File: src/hdl/fsp_consts.vh
// constants for the flash self-program controller
`ifndef FSP_CONSTS_VH
`define FSP_CONSTS_VH

`define FSP_ADDR_W 3
`define FSP_OFS_DATA_LOW 3'h0
`define FSP_OFS_DATA_HIGH 3'h1
`define FSP_OFS_ADDR_LOW 3'h2
`define FSP_OFS_ADDR_HIGH 3'h3
`define FSP_OFS_CONTROL 3'h4
`define FSP_OFS_KEY 3'h5

`define FSP_BIT_RD 0
`define FSP_BIT_WR 1
`define FSP_BIT_WR_ENABLE 2
`define FSP_BIT_WR_ERROR 3
`define FSP_BIT_LOAD_ONLY 4
`define FSP_BIT_FREE 5
`define FSP_BIT_CFG_SEL 6

`define FSP_KEY_FIRST 8'h55
`define FSP_KEY_SECOND 8'hAA

`define FSP_WORD_W 14
`define FSP_WADDR_W 15
`define FSP_LATCHES 32
`define FSP_LATCH_IDX_W 5
`define FSP_BLANK_WORD 14'h3FFF
`define FSP_DATA_HIGH_W 6
`define FSP_ADDR_HIGH_W 7

`define FSP_CLK_KHZ 40000
`define FSP_OP_TIME_US 2000
// 2000 us at 40 MHz, sized to the timer width
`define FSP_OP_CYCLES 17'h13880
`define FSP_OP_CNT_W 17

`endif

File: src/hdl/fsp_ctrl.v
// flash self-program controller: registers, unlock, read and write
//
// Function
// read and write triggers set only by software, cleared by hardware.
// erase or write proceeds only while write enable is set.
// write enable reads zero after power-up.
// reset during a write sets an error flag that survives the reset.
// unlock key register is write-only and reads as zero.
// rows of 14-bit words, programmed through 32 latches of 14 bits.
// unprogrammed words may be written without erasing first.
// software loads address, clears config select, then sets read.
// second cycle after read trigger is the access; data next cycle.
// data pair keeps last read word until read or software write.
// software follows the read trigger with two no-operations.
// erase, latch load and program need a complete unlock sequence.
// unlock is key 55h, key AAh, write trigger, two no-operations.
// write trigger forces the next two slots to no-operation.
// erase or program stalls the core for the self-timed period.
// latch load forces two no-operations and never stalls.
// software masks interrupts around the unlock sequence.
// erase: address, config select clear, erase and enable, keys, go.
// core stall is not sleep; clocks keep running.
// after erase, execution resumes at the third instruction.
// all latches return to 3FFFh after every erase or program.
// latch-load-only set loads one latch; clear programs the row.
// low five address bits pick the latch; upper ten the row.
// address pair holds 15 bits, data pair holds 14 bits.
// trigger without enable and fresh keys is ignored; keys cleared.
`timescale 1ns/100ps
`include "fsp_consts.vh"
module fsp_ctrl #(
	parameter [`FSP_OP_CNT_W-1:0] OP_CYCLES = `FSP_OP_CYCLES
) (
	input wire mclk_in,
	input wire rst_n_in,
	input wire por_n_in,
	input wire [`FSP_ADDR_W-1:0] reg_addr_in,
	input wire [7:0] reg_wdata_in,
	input wire reg_wr_in,
	input wire reg_rd_in,
	output wire [7:0] reg_rdata_out,
	output wire core_force_nop_out,
	output wire core_stall_out,
	output wire [`FSP_WADDR_W-1:0] flash_addr_out,
	output wire flash_rd_en_out,
	input wire [`FSP_WORD_W-1:0] flash_rd_data_in,
	output wire flash_erase_out,
	output wire flash_prog_out,
	output wire [`FSP_LATCHES*`FSP_WORD_W-1:0] flash_row_data_out
);
	localparam ST_IDLE = 3'h0;
	localparam ST_RD_SETUP = 3'h1;
	localparam ST_RD_ACC = 3'h2;
	localparam ST_WR_NOP1 = 3'h3;
	localparam ST_WR_NOP2 = 3'h4;
	localparam ST_WR_BUSY = 3'h5;

	localparam KEY_IDLE = 2'h0;
	localparam KEY_FIRST = 2'h1;
	localparam KEY_DONE = 2'h2;

	localparam OP_LOAD = 2'h0;
	localparam OP_ERASE = 2'h1;
	localparam OP_PROG = 2'h2;

	reg [2:0] state_reg;
	reg [2:0] state_next;
	reg [1:0] key_reg;
	reg [1:0] key_next;
	reg [1:0] op_reg;
	reg [7:0] data_low_reg;
	reg [`FSP_DATA_HIGH_W-1:0] data_high_reg;
	reg [7:0] addr_low_reg;
	reg [`FSP_ADDR_HIGH_W-1:0] addr_high_reg;
	reg rd_trig_reg;
	reg wr_trig_reg;
	reg write_enable_reg;
	reg load_only_reg;
	reg free_reg;
	reg config_sel_reg;
	reg write_error_reg;
	reg op_active_reg;
	reg rst_seen_reg;
	reg [7:0] rdata_reg;
	reg [7:0] rdata_next;

	wire wr_ctl;
	wire wr_key;
	wire rd_key;
	wire wr_dlo;
	wire wr_dhi;
	wire wr_alo;
	wire wr_ahi;
	wire wr_req;
	wire wr_go;
	wire rd_go;
	wire [1:0] op_sel;
	wire timer_start;
	wire timer_done;
	wire wr_finish;
	wire latch_load;
	wire latch_blank;

	assign wr_ctl = reg_wr_in && (reg_addr_in == `FSP_OFS_CONTROL);
	assign wr_key = reg_wr_in && (reg_addr_in == `FSP_OFS_KEY);
	assign rd_key = reg_rd_in && (reg_addr_in == `FSP_OFS_KEY);
	assign wr_dlo = reg_wr_in && (reg_addr_in == `FSP_OFS_DATA_LOW);
	assign wr_dhi = reg_wr_in && (reg_addr_in == `FSP_OFS_DATA_HIGH);
	assign wr_alo = reg_wr_in && (reg_addr_in == `FSP_OFS_ADDR_LOW);
	assign wr_ahi = reg_wr_in && (reg_addr_in == `FSP_OFS_ADDR_HIGH);

	// the write trigger bit written as one while the sequencer is idle
	assign wr_req = wr_ctl && reg_wdata_in[`FSP_BIT_WR] &&
		(state_reg == ST_IDLE);
	// enable is the value carried by the same control write
	assign wr_go = wr_req && reg_wdata_in[`FSP_BIT_WR_ENABLE] &&
		(key_reg == KEY_DONE);
	assign rd_go = wr_ctl && reg_wdata_in[`FSP_BIT_RD] &&
		(state_reg == ST_IDLE) && !wr_req;

	// erase wins over latch loading when both are selected
	assign op_sel = reg_wdata_in[`FSP_BIT_FREE] ? OP_ERASE :
		(reg_wdata_in[`FSP_BIT_LOAD_ONLY] ? OP_LOAD : OP_PROG);

	assign latch_load = wr_go && (op_sel == OP_LOAD);
	assign timer_start = (state_reg == ST_WR_NOP2) &&
		(op_reg != OP_LOAD);
	assign wr_finish = ((state_reg == ST_WR_NOP2) && (op_reg == OP_LOAD)) ||
		((state_reg == ST_WR_BUSY) && timer_done);
	assign latch_blank = (state_reg == ST_WR_BUSY) && timer_done;

	// unlock key sequencer; any other key access breaks the sequence
	always @* begin
		key_next = key_reg;
		if (wr_key) begin
			if (reg_wdata_in == `FSP_KEY_FIRST) begin
				key_next = KEY_FIRST;
			end else if ((reg_wdata_in == `FSP_KEY_SECOND) &&
				(key_reg == KEY_FIRST)) begin
				key_next = KEY_DONE;
			end else begin
				key_next = KEY_IDLE;
			end
		end else if (rd_key) begin
			key_next = KEY_IDLE;
		end else if (wr_req) begin
			key_next = KEY_IDLE;
		end
	end

	always @* begin
		state_next = state_reg;
		case (state_reg)
		ST_IDLE: begin
			if (wr_go) begin
				state_next = ST_WR_NOP1;
			end else if (rd_go) begin
				state_next = ST_RD_SETUP;
			end
		end
		ST_RD_SETUP: begin
			state_next = ST_RD_ACC;
		end
		ST_RD_ACC: begin
			state_next = ST_IDLE;
		end
		ST_WR_NOP1: begin
			state_next = ST_WR_NOP2;
		end
		ST_WR_NOP2: begin
			if (op_reg == OP_LOAD) begin
				state_next = ST_IDLE;
			end else begin
				state_next = ST_WR_BUSY;
			end
		end
		ST_WR_BUSY: begin
			if (timer_done) begin
				state_next = ST_IDLE;
			end
		end
		default: begin
			state_next = ST_IDLE;
		end
		endcase
	end

	always @(posedge mclk_in or negedge rst_n_in) begin
		if (!rst_n_in) begin
			state_reg <= ST_IDLE;
			key_reg <= KEY_IDLE;
			op_reg <= OP_LOAD;
		end else begin
			state_reg <= state_next;
			key_reg <= key_next;
			if (wr_go) begin
				op_reg <= op_sel;
			end
		end
	end

	// control bits; triggers ignore written zeros
	always @(posedge mclk_in or negedge rst_n_in) begin
		if (!rst_n_in) begin
			rd_trig_reg <= 1'b0;
			wr_trig_reg <= 1'b0;
			write_enable_reg <= 1'b0;
			load_only_reg <= 1'b0;
			free_reg <= 1'b0;
			config_sel_reg <= 1'b0;
		end else begin
			if (wr_ctl) begin
				write_enable_reg <= reg_wdata_in[`FSP_BIT_WR_ENABLE];
				load_only_reg <= reg_wdata_in[`FSP_BIT_LOAD_ONLY];
				free_reg <= reg_wdata_in[`FSP_BIT_FREE];
				config_sel_reg <= reg_wdata_in[`FSP_BIT_CFG_SEL];
			end
			if (rd_go) begin
				rd_trig_reg <= 1'b1;
			end else if (state_reg == ST_RD_ACC) begin
				rd_trig_reg <= 1'b0;
			end
			if (wr_go) begin
				wr_trig_reg <= 1'b1;
			end else if (wr_finish) begin
				wr_trig_reg <= 1'b0;
			end
		end
	end

	// data pair: software write or completed read, read wins
	always @(posedge mclk_in or negedge rst_n_in) begin
		if (!rst_n_in) begin
			data_low_reg <= 8'h00;
			data_high_reg <= {`FSP_DATA_HIGH_W{1'b0}};
		end else if (state_reg == ST_RD_ACC) begin
			data_low_reg <= flash_rd_data_in[7:0];
			data_high_reg <= flash_rd_data_in[13:8];
		end else begin
			if (wr_dlo) begin
				data_low_reg <= reg_wdata_in;
			end
			if (wr_dhi) begin
				data_high_reg <= reg_wdata_in[`FSP_DATA_HIGH_W-1:0];
			end
		end
	end

	always @(posedge mclk_in or negedge rst_n_in) begin
		if (!rst_n_in) begin
			addr_low_reg <= 8'h00;
			addr_high_reg <= {`FSP_ADDR_HIGH_W{1'b0}};
		end else begin
			if (wr_alo) begin
				addr_low_reg <= reg_wdata_in;
			end
			if (wr_ahi) begin
				addr_high_reg <= reg_wdata_in[`FSP_ADDR_HIGH_W-1:0];
			end
		end
	end

	// goes low asynchronously with the system reset, high a cycle later
	always @(posedge mclk_in or negedge rst_n_in) begin
		if (!rst_n_in) begin
			rst_seen_reg <= 1'b0;
		end else begin
			rst_seen_reg <= 1'b1;
		end
	end

	// power-on domain: survives system reset so an interrupted write shows
	always @(posedge mclk_in or negedge por_n_in) begin
		if (!por_n_in) begin
			op_active_reg <= 1'b0;
			write_error_reg <= 1'b0;
		end else if (!rst_seen_reg) begin
			if (op_active_reg) begin
				write_error_reg <= 1'b1;
			end
			op_active_reg <= 1'b0;
		end else begin
			if (wr_go) begin
				op_active_reg <= 1'b1;
			end else if (wr_finish) begin
				op_active_reg <= 1'b0;
			end
			if (wr_ctl && !reg_wdata_in[`FSP_BIT_WR_ERROR]) begin
				write_error_reg <= 1'b0;
			end
		end
	end

	always @* begin
		rdata_next = 8'h00;
		if (reg_addr_in == `FSP_OFS_DATA_LOW) begin
			rdata_next = data_low_reg;
		end else if (reg_addr_in == `FSP_OFS_DATA_HIGH) begin
			rdata_next = {2'h0, data_high_reg};
		end else if (reg_addr_in == `FSP_OFS_ADDR_LOW) begin
			rdata_next = addr_low_reg;
		end else if (reg_addr_in == `FSP_OFS_ADDR_HIGH) begin
			rdata_next = {1'b0, addr_high_reg};
		end else if (reg_addr_in == `FSP_OFS_CONTROL) begin
			rdata_next = {1'b0, config_sel_reg, free_reg, load_only_reg,
				write_error_reg, write_enable_reg, wr_trig_reg, rd_trig_reg};
		end else if (reg_addr_in == `FSP_OFS_KEY) begin
			rdata_next = 8'h00;
		end
	end

	// read data stand only in the cycle after the strobe
	always @(posedge mclk_in or negedge rst_n_in) begin
		if (!rst_n_in) begin
			rdata_reg <= 8'h00;
		end else if (reg_rd_in) begin
			rdata_reg <= rdata_next;
		end else begin
			rdata_reg <= 8'h00;
		end
	end

	fsp_latch_bank #(
		.WORDS(`FSP_LATCHES),
		.WIDTH(`FSP_WORD_W),
		.IDXW(`FSP_LATCH_IDX_W),
		.BLANK(`FSP_BLANK_WORD)
	) fsp_latch_bank_i (
		.mclk_in(mclk_in),
		.rst_n_in(rst_n_in),
		.load_in(latch_load),
		.idx_in(addr_low_reg[`FSP_LATCH_IDX_W-1:0]),
		.data_in({data_high_reg, data_low_reg}),
		.blank_in(latch_blank),
		.bank_out(flash_row_data_out)
	);

	fsp_op_timer #(
		.CW(`FSP_OP_CNT_W),
		.CYCLES(OP_CYCLES)
	) fsp_op_timer_i (
		.mclk_in(mclk_in),
		.rst_n_in(rst_n_in),
		.start_in(timer_start),
		.busy_out(),
		.done_out(timer_done)
	);

	assign reg_rdata_out = rdata_reg;
	assign flash_addr_out = {addr_high_reg, addr_low_reg};
	assign flash_rd_en_out = (state_reg == ST_RD_SETUP);
	// no pre-erase check: blank words simply take the programmed value
	assign flash_prog_out = (state_reg == ST_WR_BUSY) &&
		(op_reg == OP_PROG);
	assign flash_erase_out = (state_reg == ST_WR_BUSY) &&
		(op_reg == OP_ERASE);
	assign core_force_nop_out = (state_reg == ST_RD_ACC) ||
		(state_reg == ST_WR_NOP1) ||
		(state_reg == ST_WR_NOP2);
	// only the core halts; this clock and the rest keep running
	assign core_stall_out = (state_reg == ST_WR_BUSY);
endmodule // fsp_ctrl

File: src/hdl/fsp_latch_bank.v
// bank of row write latches, blanked after every erase or program
`timescale 1ns/100ps
module fsp_latch_bank #(
	parameter WORDS = 32,
	parameter WIDTH = 14,
	parameter IDXW = 5,
	parameter [WIDTH-1:0] BLANK = 14'h3FFF
) (
	input wire mclk_in,
	input wire rst_n_in,
	input wire load_in,
	input wire [IDXW-1:0] idx_in,
	input wire [WIDTH-1:0] data_in,
	input wire blank_in,
	output wire [WORDS*WIDTH-1:0] bank_out
);
	reg [WIDTH-1:0] latch_reg [0:WORDS-1];
	integer i;
	genvar g;

	always @(posedge mclk_in or negedge rst_n_in) begin
		if (!rst_n_in) begin
			for (i = 0; i < WORDS; i = i + 1) begin
				latch_reg[i] <= BLANK;
			end
		end else if (blank_in) begin
			for (i = 0; i < WORDS; i = i + 1) begin
				latch_reg[i] <= BLANK;
			end
		end else if (load_in) begin
			latch_reg[idx_in] <= data_in;
		end
	end

	generate
		for (g = 0; g < WORDS; g = g + 1) begin : g_flat
			assign bank_out[g*WIDTH +: WIDTH] = latch_reg[g];
		end
	endgenerate
endmodule // fsp_latch_bank

File: src/hdl/fsp_op_timer.v
// self-timer for erase and program, done is a one-cycle pulse
`timescale 1ns/100ps
module fsp_op_timer #(
	parameter CW = 17,
	parameter [CW-1:0] CYCLES = 17'h13880
) (
	input wire mclk_in,
	input wire rst_n_in,
	input wire start_in,
	output wire busy_out,
	output wire done_out
);
	reg [CW-1:0] count_reg;
	reg busy_reg;

	always @(posedge mclk_in or negedge rst_n_in) begin
		if (!rst_n_in) begin
			count_reg <= {CW{1'b0}};
			busy_reg <= 1'b0;
		end else if (start_in && !busy_reg) begin
			count_reg <= CYCLES - {{(CW-1){1'b0}}, 1'b1};
			busy_reg <= 1'b1;
		end else if (busy_reg) begin
			if (count_reg == {CW{1'b0}}) begin
				busy_reg <= 1'b0;
			end else begin
				count_reg <= count_reg - {{(CW-1){1'b0}}, 1'b1};
			end
		end
	end

	assign busy_out = busy_reg;
	assign done_out = busy_reg && (count_reg == {CW{1'b0}});
endmodule // fsp_op_timer

File: config.mk
export PLATFORM = sky130hd
export DESIGN_NAME = fsp_ctrl
export DESIGN_NICKNAME = d
export VERILOG_FILES = /design/src/hdl/fsp_ctrl.v /design/src/hdl/fsp_latch_bank.v /design/src/hdl/fsp_op_timer.v
export VERILOG_INCLUDE_DIRS = /design/src /design/src/hdl
export SDC_FILE = /design/constraint.sdc
export NUM_CORES = 1
export LEC_CHECK = 0
export ABC_CLOCK_PERIOD_IN_PS = 2550
export BUFFER_PORTS_ARGS = -buffer_cell sky130_fd_sc_hd__buf_4
export CAP_MARGIN = 5
export CELL_PAD_IN_SITES_DETAIL_PLACEMENT = 1
export CELL_PAD_IN_SITES_GLOBAL_PLACEMENT = 1
export CORE_MARGIN = 4
export CORE_UTILIZATION = 43
export DETAILED_ROUTE_END_ITERATION = 10
export PLACE_DENSITY_LB_ADDON = 0.1
export SYNTH_ARGS = -nofsm -noshare
export SYNTH_HDL_FRONTEND = slang
export SYNTH_SLANG_ARGS = --single-unit
File: constraint.sdc
create_clock -name mclk_in -period 2.55 [get_ports mclk_in]
set_clock_uncertainty 0.05 [all_clocks]
set_input_delay 0.51 -clock mclk_in [delete_from_list [all_inputs] [get_ports mclk_in]]
set_output_delay 0.51 -clock mclk_in [all_outputs]
set_load 0.03 [all_outputs]
[Word-level counts from Yosys, hierarchy flattened]
Cells that the tools add are included.
Storage, ports and cells
  output and inout port bits: 476
  register bits after elaboration: 519
Cells by class
  muxes and demuxes: 41
  $lt $le $gt $ge: 2
  eq/ne operators: 21
  add/subtract/negate cells: 1
  reductions and logical operators: 48
  bitwise operators: 1
Operators by type and width (number)
  2-to-1 mux 448 bit: 2
  bitwise mux 448 bit: 1
  demux 14 bit (select 5 bit): 1
  2-to-1 mux 17 bit: 3
  2-to-1 mux 8 bit: 6
  logical AND 1 bit: 25
  logical NOT 17 bit: 1
  subtractor 17 x 1 -> 17 bit, second input constant: 1
  nonzero test 2 bit: 8
  one-hot mux 3 bit (5 select lines): 1
  2-to-1 mux 14 bit: 1
  2-to-1 mux 2 bit: 7
  2-to-1 mux 7 bit: 2
  == test 3 x 2 -> 1 bit, second input constant: 4
  == test 3 bit, second input constant: 4
  2-to-1 mux 3 bit: 4
  2-to-1 mux 6 bit: 2
  2-to-1 mux 1 bit: 11
  == test 8 x 7 -> 1 bit, second input constant: 1
  == test 8 bit, second input constant: 1
  == test 3 x 1 -> 1 bit, second input constant: 2
  >= comparator 6 bit, second input constant: 1
  logical NOT 3 bit: 2
  < comparator 6 x 1 -> 1 bit, second input constant: 1
  other kinds (11): 22

[Depth between registers and ports, before layout]
  word-level depth: 9
  mapped depth: 8

[Hierarchy]
A second synthesis with hierarchy kept.
Second synthesis, totals
  cell total of the unflattened synthesis: 1545
  area, all modules: 21302.9 um2
Modules (own cells, without submodules)
  fsp_latch_bank: cells an instance 1198, instances 1, area each 17669.4 um2
  fsp_ctrl: cells an instance 235, instances 1, area each 2605.0 um2
  fsp_op_timer: cells an instance 112, instances 1, area each 1028.5 um2

[Worst setup path before layout]
OpenSTA, ideal clock, no wires.
  kind: input to register
  start: input port reg_wr_in
  end: register fsp_latch_bank_i.latch_reg (netlist bit fsp_latch_bank_i.bank_out[331])
  library setup time: 94 ps
  cell stages on the path: 8
  slack: 492 ps
  data required time: 2406 ps
  path buffers: 4
  arrival time: 1914 ps
  cells stage by stage: clkbuf_1 > and4bb_2 > buf_4 > nand4_1 > clkbuf_1 > buf_2 > o21ai_1 > o211ai_1
On the way
  cells in the longest elaborated chain, start to end: 7
RTL lines
  start, declared: RTL line fsp_ctrl.v:39  | input wire reg_wr_in,
  logical AND 1 bit: RTL line fsp_ctrl.v:104  | assign wr_ctl = reg_wr_in && (reg_addr_in == `FSP_OFS_CONTROL);
  logical AND 1 bit (2 in a row): RTL line fsp_ctrl.v:113  | assign wr_req = wr_ctl && reg_wdata_in[`FSP_BIT_WR] &&
  logical AND 1 bit (2 in a row): RTL line fsp_ctrl.v:116  | assign wr_go = wr_req && reg_wdata_in[`FSP_BIT_WR_ENABLE] &&
  logical AND 1 bit: RTL line fsp_ctrl.v:125  | assign latch_load = wr_go && (op_sel == OP_LOAD);
  nonzero test 2 bit (no source line)
  end signal, assigned by index: RTL line fsp_latch_bank.v:31  | latch_reg[idx_in] <= data_in;
  end, declared: RTL line fsp_latch_bank.v:17  | reg [WIDTH-1:0] latch_reg [0:WORDS-1];
No other way between the ends.
A chain may end at the register's enable or synchronous reset.

[Worst setup path in the final report]
  start: register state_reg[0]
  end: output port core_force_nop_out
On the way
  cells in the longest elaborated chain, start to end: 3
  elaborated cells between the ends (all ways): 5
RTL lines
  start, declared: RTL line fsp_ctrl.v:66  | reg [2:0] state_reg;
  start signal, assigned: RTL line fsp_ctrl.v:194  | state_reg <= state_next;
  == test 3 x 2 -> 1 bit, on equally long branches: RTL line fsp_ctrl.v:357, fsp_ctrl.v:358
  logical OR 1 bit: RTL line fsp_ctrl.v:357  | assign core_force_nop_out = (state_reg == ST_RD_ACC) ||
  logical OR 1 bit *: RTL line fsp_ctrl.v:358  | (state_reg == ST_WR_NOP1) ||
  end, declared: RTL line fsp_ctrl.v:42  | output wire core_force_nop_out,
Mark *: on every way between the ends. The rest lies on a longest branch, timed or not.

==> summary by stage <==
Logic synthesis
The register bit total from synthesis is 519. The total of warnings raised by yosys is 0. The post-synthesis sequential area ratio is 0.601. After synthesis, the mean cell area works out to roughly 11 um2. The cell count after synthesis is 1983. The number of synthesized flops with an enable pin is 0. When the netlist entered floorplanning its net count stood at 2015. The netlist uses 57 different library cells. The synthesized cell area is 22500 um2. Of all flip-flops after synthesis, the portion carrying an async set or reset was 1.00. The main flop type after synthesis is sky130_fd_sc_hd__dfstp_2.

Pwr
The clock network fraction of total power is 0.468. The share of total power dissipated in sequential elements is 0.487. In this run the power spent charging and discharging nets is 4.30 mW. The total design power is around 18 mW.

The worst-case IR drop observed on VDD is ~0.49 mV. Internal power comes to roughly 14 mW. The cell leakage power is 10.6 nW. The switching power share of the total is 0.238. The combinational power share is 0.045. The power per standard cell area is roughly 630 nW/um2.

Clock tree
After clock tree synthesis, the clock-pin slew on the worst setup and hold paths is around 60 ps. The later pin in the worst-skew pair is clocked with a latency of approximately 600 ps. The maximum count of clock buffers along a single path is 3. TritonCTS built the clock tree.

Counting every sink on the clock net gives between 500 and 600. The depth of the CTS H-tree is 2. CTS placed an instance of sky130_fd_sc_hd__clkbuf_16 at the clock tree root. Buffers inserted during clock tree synthesis total 55.

Timing
The final max-slew violation count is 0. Measured against its own limit, the worst slew margin works out to 0.453. The setup violation total in the final timing report is 0. Of the available clock period, the critical path in the final layout requires 0.946. Setup repair after global routing left no endpoint under its margin. Counting I/O delays and the setup requirement, the final critical path takes ~2400 ps. For the pin with the worst max-slew slack, the measured transition is a little over 800 ps. Based on the critical path, the design can be clocked at up to ~410 MHz.

The smallest setup slack after layout is roughly 140 ps. The final count of hold timing violations was 0.

Routing
Using the TritonRoute via totals, the vias-per-cell ratio works out to 6.08. The final routed wirelength across all metal layers is ~86000 um. For this run, design rule violations remaining after detail routing come to 0. In the final routed layout, each cell accounts on average for about 28 um.

Once detail routing completed, the nets flagged for antenna violations numbered 0. For this block, the via count after detailed routing is 18875. The number of detailed-routing iterations run before antenna repair is 5.

After the first detailed-routing iteration, the DRC count stood at 1461.

Placed design
The worst slack at placement is -32.0 ps. The number of port buffers is about 510. The total half-perimeter wirelength after legalization and detailed placement is between 50000 and 60000 um. The final estimated routing congestion in global placement is approximately 0.9.

Worst setup path
The worst endpoint data arrival time is 1850 ps. The maximum cell stage delay along the critical path is about 470 ps. The highest net fanout along the worst path is 8. The highest-delay cell along the critical path is sky130_fd_sc_hd__dfrtp_1. For flop-to-flop paths, the worst setup slack is about 300 ps.

At the worst endpoint, the required time is 1990 ps. The category of the worst setup path launch point is a flop. The critical path is of the flop to primary output type. The kind of capture point of the worst setup path is a primary output. Traced cell by cell, the critical path runs through or3b_1 -> o21ai_0 -> buf_4.

Die
From left edge to right edge, the die measures around 240 um. For this configuration, the core starts out at a cell density of 0.437. The floorplan has 83 rows.

The core region is approximately 52000 um2. The height of the die is between 200 and 250 um. The top-level port count is ~510. The die outline area is 56200 um2.

Global route
The number of antenna violations at the first check in global routing is 1. Entering global routing, the biggest net connects roughly 110 pins. The total congestion overflow is 0. The via count of the first global-routing pass is about 20000.

For this run, the total global-route usage over all layers was measured as 0.297. The first global-routing pass estimated approximately 130000 um of wire.

Finish
The share of final-layout standard cells stronger than drive strength 1 is 0.471. The register with the most flip-flops in the layout has approximately 450 of them. For this run, the post-layout net count is between 2000 and 2500. The growth of design area from synthesis to finish is 27.5%.

In the layout the commonest cells are 540 x sky130_fd_sc_hd__buf_4, 450 x sky130_fd_sc_hd__o211ai_1, 448 x sky130_fd_sc_hd__dfstp_2. Leaving out fill and tap cells, the most frequent cell in the layout is sky130_fd_sc_hd__buf_4. The antenna diode count is 0.

Run
The number of max-capacitance violations reported is 0.

Min path
The path class of the tightest hold or removal check is input pin to asynchronous set/reset pin.

Outcome
The run finished with clean final reports.
==> kinds of logic after synthesis <==
group                    Yosys count  synth area share
other                              1          0.000166
flip-flops                       519             0.601
multiplexers                      43            0.0203
buffers and inverters            236            0.0564
adder cells (fa/ha/maj)            2           0.00111
AND/OR/NAND/NOR                  213            0.0521
AO/OA/AOI/OAI                    969             0.269
==> worst max-delay path: cells and delay by family (launching register included) <==
| family | cells | cell delay, ps |
|---|---|---|
| AOI/OAI and AO/OA | 1 | 150 |
| buffers and inverters | 1 | 220 |
| and+or+nand+nor | 1 | 410 |
| DFF | 1 | 470 |
==> area by class of cell <==
| cell class | instances | area, um2 |
|---|---|---|
| Fill cell | 5398 | 22900 |
| Clock inverter | 13 | 149 |
| Sequential cell | 519 | 13500 |
| Tap cell | 680 | 851 |
| Multi-Input combinational cell | 1228 | 7760 |
| Inverter | 12 | 45.0 |
| Timing Repair Buffer | 569 | 4620 |
| Clock buffer | 85 | 1770 |
==> power groups by stage <==
stage	clock [mW]	combinational (mW)	sequential [mW]
after floorplan	0	0.263	8.78
after global placement	0	0.797	8.90
after detailed placement	0	0.815	8.89
after CTS	8.58	0.820	8.77
after global routing	8.97	0.883	8.79
final	8.45	0.809	8.78
==> through the flow <==
stage	cell area (um2)	hold slack (ps)	util	setup TNS, ps	cells
after floorplan	22500	164	-	0	1983
after detailed placement	26800	254	0.519	-98.0	3007
after CTS	28700	40.1	0.557	0	3106
after global routing	28700	60.3	0.557	0	3106
final	28700	37.5	0.557	0	3106
after global placement	26800	253	0.519	0	3007
==> timing repair <==
action | CTS | global route
endpoints found under the hold margin | 2 | 0
buffers inserted | 0 | 0
cloned | 0 | 0
hold buffers | 1 | 0
resized for setup | 2 | 1
setup endpoints to repair | 2 | 1
==> routing by layer <==
layer  track usage  routed length (um)  vias up
met4         0.111                3650        2
met5             0                  14        -
met1         0.409               36500     9783
met3        0.0604                5610      156
met2         0.467               40200      642
li1              -                   -     8292
==> synth_stat cells (all sizes together), types with 12 or more instances <==
cell type | n | area share
buf | 100 | 0.034
clkbuf | 124 | 0.021
dfrtp | 71 | 0.079
dfstp | 448 | 0.52
inv | 12 | 0.0020
mux2 | 21 | 0.010
mux2i | 22 | 0.0098
nand2 | 90 | 0.015
nand3 | 13 | 0.0029
nor2 | 24 | 0.0042
o211ai | 451 | 0.15
o21ai | 478 | 0.11
==> path summary, 6_finish.rpt <==
| path | end | depth (start not counted) | from |
|---|---|---|---|
| worst max-delay path | core_force_nop_out | 3 | state_reg[0]$_DFFE_PN0P_ |
| worst min-delay path | fsp_latch_bank_i.bank_out[355]$_DFFE_PN1P_ | 1 | rst_n_in |
| worst max register to register | fsp_latch_bank_i.bank_out[135]$_DFFE_PN1P_ | 6 | fsp_op_timer_i.count_reg[11]$_DFFE_PN0P_ |
| worst min register to register | key_reg[1]$_DFFE_PN0P_ | 1 | key_reg[1]$_DFFE_PN0P_ |
| max in group asynchronous | state_reg[2]$_DFFE_PN0P_ | 2 | rst_n_in |
| min in group mclk_in | data_high_reg[4]$_DFFE_PN0P_ | 3 | flash_rd_data_in[12] |
Power figures use the tool's default switching activity.
